`config.mk`:
```
export PLATFORM = sky130hd
export DESIGN_NAME = hcths_status
export DESIGN_NICKNAME = d
export VERILOG_FILES = /design/src/hdl/hcths_status.v /design/src/hdl/hcths_flag.v
export VERILOG_INCLUDE_DIRS = /design/src /design/src/hdl
export SDC_FILE = /design/constraint.sdc
export NUM_CORES = 1
export LEC_CHECK = 0
export ABC_AREA = 0
export BUFFER_PORTS_ARGS = -buffer_cell sky130_fd_sc_hd__buf_4
export CAP_MARGIN = 20
export CELL_PAD_IN_SITES_DETAIL_PLACEMENT = 1
export CELL_PAD_IN_SITES_GLOBAL_PLACEMENT = 2
export CORE_MARGIN = 4
export CORE_UTILIZATION = 28
export DETAILED_ROUTE_END_ITERATION = 12
export HOLD_SLACK_MARGIN = 0.08
export MAX_ROUTING_LAYER = met4
export PLACE_DENSITY_LB_ADDON = 0.1
export SLEW_MARGIN = 0
export SYNTH_ARGS = -nofsm -noshare
export SYNTH_HDL_FRONTEND = slang
export SYNTH_SLANG_ARGS = --single-unit
export TNS_END_PERCENT = 30
```
`constraint.sdc`:
```
create_clock -name mclk -period 1.5 [get_ports mclk]
set_input_delay 0.3 -clock mclk [delete_from_list [all_inputs] [get_ports mclk]]
set_output_delay 0.3 -clock mclk [all_outputs]
set_load 0.005 [all_outputs]
```
`src/hdl/hcths_regs.vh`:
```
`ifndef HCTHS_REGS_VH
`define HCTHS_REGS_VH
// ==========================================
// Status register bit positions.
`define HCTHS_BIT_BUF_IN_FULL 3
`define HCTHS_BIT_BUF_OUT_FULL 2
`define HCTHS_BIT_HOST_OWN 1
`define HCTHS_BIT_CPU_OWN 0
`define HCTHS_BIT_BUF_IN_FULL_S 7
`define HCTHS_BIT_BUF_OUT_FULL_S 6
`define HCTHS_BIT_HOST_OWN_S 5
`define HCTHS_BIT_CPU_OWN_S 4
`define HCTHS_BIT_CMD 3
`define HCTHS_BIT_GP2 2
`define HCTHS_BIT_IN_FULL 1
`define HCTHS_BIT_OUT_FULL 0
// ==========================================
// Reset value.
`define HCTHS_STATUS_RESET 8'h00
`endif

```
`src/hdl/hcths_status.v`:
```
`timescale 1ns/1ps
`include "hcths_regs.vh"
// How it works
// - Host writes buffer last byte sets bit 7; CPU read of it clears; interrupts CPU.
// - CPU writes last byte sets bit 6; host read or CPU write 0 clears.
// - Host first-byte write sets bit 5 if CPU ownership clear; CPU last-byte read clears.
// - CPU first-byte write sets bit 4 if host ownership clear; host read or 0 clears.
// - Simultaneous first-byte writes grant the host, CPU ownership stays clear.
// - Bit 2 is CPU read/write, host read only, no hardware effect.
// - Host input data write sets bit 1; CPU read clears; interrupts CPU.
// - CPU output data write sets bit 0; host read or CPU write 0 clears.
// - CPU writing 0 clears writable flags, writing 1 leaves them.
// - Layout holds if buffer enabled or alt select 0; else upper bits general.
module hcths_status (
   // Clock and reset
   input wire mclk,
   input wire rst_n,
   // Host-side cycle events, already in the mclk domain
   input wire host_wr_input_data,
   input wire host_addr_bit2,
   input wire host_rd_output_data,
   input wire host_wr_buffer_first_byte,
   input wire host_wr_buffer_last_byte,
   input wire host_rd_buffer_last_byte,
   // CPU-side accesses
   input wire cpu_rd_input_data,
   input wire cpu_wr_output_data,
   input wire cpu_wr_buffer_first_byte,
   input wire cpu_wr_buffer_last_byte,
   input wire cpu_rd_buffer_last_byte,
   input wire cpu_wr_status,
   input wire [7:0] cpu_wdata,
   // Layout control
   input wire bidir_buffer_enable,
   input wire alt_status_layout_select,
   // Status and interrupt requests
   output reg [7:0] channel3_handshake_status,
   output reg input_full_irq,
   output reg buffer_input_full_irq
);
   wire std_layout;
   wire [3:0] hi_q;
   wire [3:0] hi_set;
   wire [3:0] hi_clr;
   wire cpu_clr_bout;
   wire cpu_clr_cown;
   wire cpu_clr_out;
   reg [3:0] gp_hi;
   reg gp2;
   reg cmd;
   wire in_full;
   wire out_full;

   assign std_layout = bidir_buffer_enable | ~alt_status_layout_select;
   // ==========================================
   // CPU clear-by-zero writes.
   assign cpu_clr_bout = cpu_wr_status & std_layout & ~cpu_wdata[`HCTHS_BIT_BUF_OUT_FULL_S];
   assign cpu_clr_cown = cpu_wr_status & std_layout & ~cpu_wdata[`HCTHS_BIT_CPU_OWN_S];
   assign cpu_clr_out = cpu_wr_status & ~cpu_wdata[`HCTHS_BIT_OUT_FULL];

   // ==========================================
   // Buffer flags.
   assign hi_set[`HCTHS_BIT_BUF_IN_FULL] = host_wr_buffer_last_byte;
   assign hi_clr[`HCTHS_BIT_BUF_IN_FULL] = cpu_rd_buffer_last_byte;
   assign hi_set[`HCTHS_BIT_BUF_OUT_FULL] = cpu_wr_buffer_last_byte;
   assign hi_clr[`HCTHS_BIT_BUF_OUT_FULL] = host_rd_buffer_last_byte | cpu_clr_bout;
   assign hi_set[`HCTHS_BIT_HOST_OWN] = host_wr_buffer_first_byte
      & ~hi_q[`HCTHS_BIT_CPU_OWN];
   assign hi_clr[`HCTHS_BIT_HOST_OWN] = cpu_rd_buffer_last_byte;
   // Host wins a tie because its request masks the CPU's in the same cycle.
   assign hi_set[`HCTHS_BIT_CPU_OWN] = cpu_wr_buffer_first_byte & ~hi_q[`HCTHS_BIT_HOST_OWN]
      & ~hi_set[`HCTHS_BIT_HOST_OWN];
   assign hi_clr[`HCTHS_BIT_CPU_OWN] = host_rd_buffer_last_byte | cpu_clr_cown;

   genvar i;
   generate
      for (i = 0; i < 4; i = i + 1) begin : g_hi
         hcths_flag u_flag (
            .mclk(mclk),
            .rst_n(rst_n),
            .set(hi_set[i]),
            .clr(hi_clr[i]),
            .q(hi_q[i])
         );
      end
   endgenerate

   // ==========================================
   // Single-byte channel flags.
   hcths_flag u_in_full (
      .mclk(mclk),
      .rst_n(rst_n),
      .set(host_wr_input_data),
      .clr(cpu_rd_input_data),
      .q(in_full)
   );
   hcths_flag u_out_full (
      .mclk(mclk),
      .rst_n(rst_n),
      .set(cpu_wr_output_data),
      .clr(host_rd_output_data | cpu_clr_out),
      .q(out_full)
   );

   // ==========================================
   // Plain bits: command flag and general-purpose bits.
   always @(posedge mclk) begin
      if (!rst_n) begin
         cmd <= 1'b0;
         gp2 <= 1'b0;
         gp_hi <= 4'h0;
      end else begin
         if (host_wr_input_data) begin
            cmd <= host_addr_bit2;
         end
         if (cpu_wr_status) begin
            gp2 <= cpu_wdata[`HCTHS_BIT_GP2];
            if (!std_layout) begin
               gp_hi <= cpu_wdata[7:4];
            end
         end
      end
   end

   // ==========================================
   // Registered outputs, one cycle behind the flags. Host writes have no path here.
   always @(posedge mclk) begin
      if (!rst_n) begin
         channel3_handshake_status <= `HCTHS_STATUS_RESET;
         input_full_irq <= 1'b0;
         buffer_input_full_irq <= 1'b0;
      end else begin
         channel3_handshake_status <= {(std_layout ? hi_q : gp_hi), cmd, gp2,
            in_full, out_full};
         input_full_irq <= in_full;
         buffer_input_full_irq <= std_layout & hi_q[`HCTHS_BIT_BUF_IN_FULL];
      end
   end
endmodule

```
`src/hdl/hcths_flag.v`:
```
`timescale 1ns/1ps
// ==========================================
// One sticky flag; a set in the same cycle as a clear wins.
module hcths_flag (
   // Clock and reset
   input wire mclk,
   input wire rst_n,
   // Control
   input wire set,
   input wire clr,
   output reg q
);
   always @(posedge mclk) begin
      if (!rst_n) begin
         q <= 1'b0;
      end else if (set) begin
         q <= 1'b1;
      end else if (clr) begin
         q <= 1'b0;
      end
   end
endmodule

```
# Word-level counts from Yosys, hierarchy flattened
# Index checks and enable logic that the tools add are counted.
# word_totals
register_bits	22
latch_bits	0
ram_bits	0
rom_bits	0
inputBits	24
output_inout_bits	10
word_cells	51
mem_count	0
# op_classes
add_sub_neg	0
n_mul	0
div_mod_pow	0
magnitude_cmp	0
n_eq_ne	0
shifts	0
n_mux	12
bitwise_logic	20
reduce_logical	7
# ops
cell	count
2-bit nonzero test	6
1-bit two-way mux	11
1-bit bitwise AND	8
1-bit NOT	8
4-bit two-way mux	1
1-bit bitwise OR	4
2-bit AND reduction	1

# Depth between registers and ports, before layout
# logic_depth
word_depth	7
depth_mapped	4

# Cells and area by module
# Synthesis repeated with hierarchy kept, for this count alone.
# unflattened
hier_cells	75
hier_area_um2	822.0
# by_module_without_submodules
mod	instances	cells_per_inst	area_per_inst_um2
hcths_status	1	57	574.3
hcths_flag	6	3	41.3

# Least setup slack after synthesis
# Ideal clock, no wire load.
# synth_timing
kind	input to register
from	in bidir_buffer_enable
to	reg g_hi[2].u_flag.q
setup_time_ns	0.058
arrival_ns	0.904
path_slack_ns	0.538
stages	4
cell_sequence	nand2b_4 > buf_6 > a311oi_2 > o21a_1
# synth_via
elab_chain_len	5
# synth_rtl
element	line	source
start: declaration	hcths_status.v:34	input wire bidir_buffer_enable,
1-bit bitwise OR	hcths_status.v:54	assign std_layout = bidir_buffer_enable | ~alt_status_layout_select;
1-bit bitwise AND (2 in a row)	hcths_status.v:57	assign cpu_clr_bout = cpu_wr_status & std_layout & ~cpu_wdata[`HCTHS_BIT_BUF_OUT_FULL_S];
1-bit bitwise OR	hcths_status.v:66	assign hi_clr[`HCTHS_BIT_BUF_OUT_FULL] = host_rd_buffer_last_byte | cpu_clr_bout;
2-bit nonzero test (no line)	n/a	
end signal: assignment	hcths_flag.v:15	q <= 1'b0;
end signal: assignment	hcths_flag.v:17	q <= 1'b1;
end signal: assignment	hcths_flag.v:19	q <= 1'b0;
end: declaration	hcths_flag.v:11	output reg q
# Every way passes these cells.
# A chain may end at the register's enable or synchronous reset.

# Worst setup path after layout
# layout_timing
from	reg channel3_handshake_status[2]
to	out channel3_handshake_status[2]
# layout_lines
element	line	source
start: declaration	hcths_status.v:37	output reg [7:0] channel3_handshake_status,
start signal: assignment	hcths_status.v:129	channel3_handshake_status <= `HCTHS_STATUS_RESET;
start signal: assignment	hcths_status.v:133	channel3_handshake_status <= {(std_layout ? hi_q : gp_hi), cmd, gp2,
# No word-level cell between the ends.

==> flow_summary.ini <==
[outcome]
status = finished clean

[setup_path]
cp_slowest_stage_delay_ns = 0.33
crit_arrival_ns = 0.76
cp-start-kind = register
critPathKind = register to primary output
endpoint_kind = primary output
crit_chain = buf_4
cp_max_fo = 1
slowest_stage = dfxtp_1
crit_buf_inv = 1
worstPathRequired_ns = 1.20
crit_family = flip-flops

[sta]
finalSetupTns_ns = 0
rsz0062_at_grt = false
timing.fmax_ghz = 0.945
fin_hold_ws_ns = 0.198
setup_violations = 0
worstMarginPinSlew_ns = 0.264
final_hold_viol_count = 0
skew_ns = 0.000524
fin_crit_ns = 1.06
finalCritPeriodShare_pct = 70.5
timing.slew.headroom_pct = 82.3
slew_viol_final = 0

[global_route]
grt_pass1_wl_mm = 2.66
grt_util_all_layers_pct = 10.3
grt_pass1_vias = 629
gr-usage-met2_pct = 16.5
grt_start_max_net_pins = 27
met1_usage_pct = 11.5
grt_antenna_before_repair = 0
gr-total-overflow = 0
use_met3_pct = 2.52
busiest_layer = met2

[clock_network]
cts_tree = yes
htree_levels = 1
clk_path_buf_depth = 2
post_cts_resized = 0
cts_hold_buffers = 0
clk_pin_slew_worst_paths_ns = 0.12
cts_sinks = 21
clock_latency_ns = 0.30
post_cts_buffers = 0
cts_made_buffers = 3
root_buffer = clkbuf_4

[drt]
drcViolationCount = 0
avgRoutedWirePerCell_um = 11.9
ant_nets = 0
drt-initial-drc-count = 4
wl_mm = 1.63
dr.pass1.iters = 2
vias_per_cell = 4.49
dr_total_vias = 611

[synth]
synthAdderAreaFrac_pct = 0
synth_xor_area_share_pct = 0
synth-seq-cells = 21
synthFlopType = dfxtp_1
synth.most_common_cell = dfxtp_1
synth_edf_count = 0
synthTopCellsByArea = dfxtp_1, mux2i_1, nor2b_1
ys_seq_area_share_pct = 53.4
avgSynthCellArea_um2 = 10.4
synthMuxAreaShare_pct = 7.63
ys_warn_count = 0
synth-simple-area-share_pct = 23.5
synth_cells = 76
synth_compound_area_share_pct = 10.3
synth_top_area_cell = dfxtp_1
ys_types = 22
synth_common_cells = dfxtp_1, nor2b_1, mux2i_1, nand2_1, nand3_1
yosys.area.top_type_share_pct = 53.4
mappedNetlistNets = 100
synth_top_family_by_area = simple AND/OR/NAND/NOR gates
syn_area_um2 = 787
synth-async-reset-ratio_pct = 0

[floorplanning]
die_area_um2 = 3720
coreArea_um2 = 2570
initial_core_util_pct = 30.7
io_pins = 34
floorplan.die.height_um = 61.0
rows = 18
die_x_um = 61.0

[power_and_ir_drop]
combPwrFrac_pct = 12.8
ir_drop_mv = 0.530
p_leak_uw = 0.000483
p_int_uw = 765
netSwitchingPower_uw = 236
p_clk_share_pct = 27.5
seq_power_share_pct = 59.8
swShare_pct = 23.6
power_density_nw_per_um2 = 952

[cells_and_area]
layout-drive-gt1-share_pct = 35.8
antenna_cells = 0
syn_to_final_growth_pct = 33.7
fin_nets = 131

[placed_design]
gp_congestion = 0.679
portBuffers = 31
dp_hpwl_mm = 1.25

[job]
maxCapViolCount = 0

[min_path]
holdCritPathClass = input port to register
## cell families after synthesis
group                  Yosys count
buffers and inverters            7
AO/OA/AOI/OAI                   11
flip-flops                      21
multiplexers                     6
AND/OR/NAND/NOR                 31
## metrics by stage
stage          cells  worst slack [ns]  total power (µW)  instance area [µm²]  utilization [%]
3_3_place_gp     132             0.448               740                 1020             39.9
3_5_place_dp     132             0.431               743                 1020             39.9
2_1_floorplan     76             0.538               671                  787                -
6_report         136             0.442              1000                 1050             41.0
5_1_grt          136             0.376              1070                 1050             41.0
4_1_cts          136             0.419              1030                 1050             41.0
## registers in the layout (all words and copies together) (netlist names)
signal / count
gp2: 1
buffer_input_full_irq: 1
u_in_full.q: 1
cmd: 1
channel3_handshake_status: 8
g_hi.u_flag.q: 4
u_out_full.q: 1
gp_hi: 4
## worst paths after layout
check,from,to,slack (ns),cells past startpoint
worst max-delay path,channel3_handshake_status[2]$_SDFF_PN0_,channel3_handshake_status[2],0.44,1
worst max register to register,g_hi[0].u_flag.q$_SDFFE_PN0P_,g_hi[0].u_flag.q$_SDFFE_PN0P_,0.67,3
worst min-delay path,cpu_wr_buffer_last_byte,g_hi[2].u_flag.q$_SDFFE_PN0P_,0.20,2
worst min register to register,u_out_full.q$_SDFFE_PN0P_,channel3_handshake_status[0]$_SDFF_PN0_,0.46,1
## routing by layer
metal,up-vias,wire length [µm]
met3,2,98
met5,-,0
met2,16,810
met4,0,17
li1,309,-
met1,284,699
## cell type report
class | count | area (µm²)
Tap cell | 30 | 37.5
Clock buffer | 3 | 22.5
Inverter | 2 | 7.51
Fill cell | 320 | 1520
Clock inverter | 1 | 5.00
Multi-Input combinational cell | 48 | 327
Sequential cell | 21 | 420
Timing Repair Buffer | 31 | 233
## placed cells by master, fill, tap and decap left out
cell       synthesis  layout
buf_4              1      31
dfxtp_1           21      21
nor2b_1            9       9
mux2i_1            6       6
nand2_1            5       5
nand3_1            5       5
o21a_1             4       4
o21ai_0            4       4
and2_1             4       4
clkbuf_4           0       3
nand2b_1           2       2
nand3b_1           2       2
inv_1              2       2
nor3b_1            1       1
a21boi_0           1       1
nand2b_4           1       1
and3_2             1       1
a311oi_2           1       1
nor2_1             1       1
o2bb2ai_1          1       1
clkinv_2           0       1
## power groups by stage
stage          combinational [µW]  sequential [µW]  clock, µW
2_1_floorplan                61.6              609          0
3_3_place_gp                  129              610          0
3_5_place_dp                  132              611          0
4_1_cts                       132              599        299
5_1_grt                       142              603        326
6_report                      128              598        275
(Power assumes the default switching activity.)
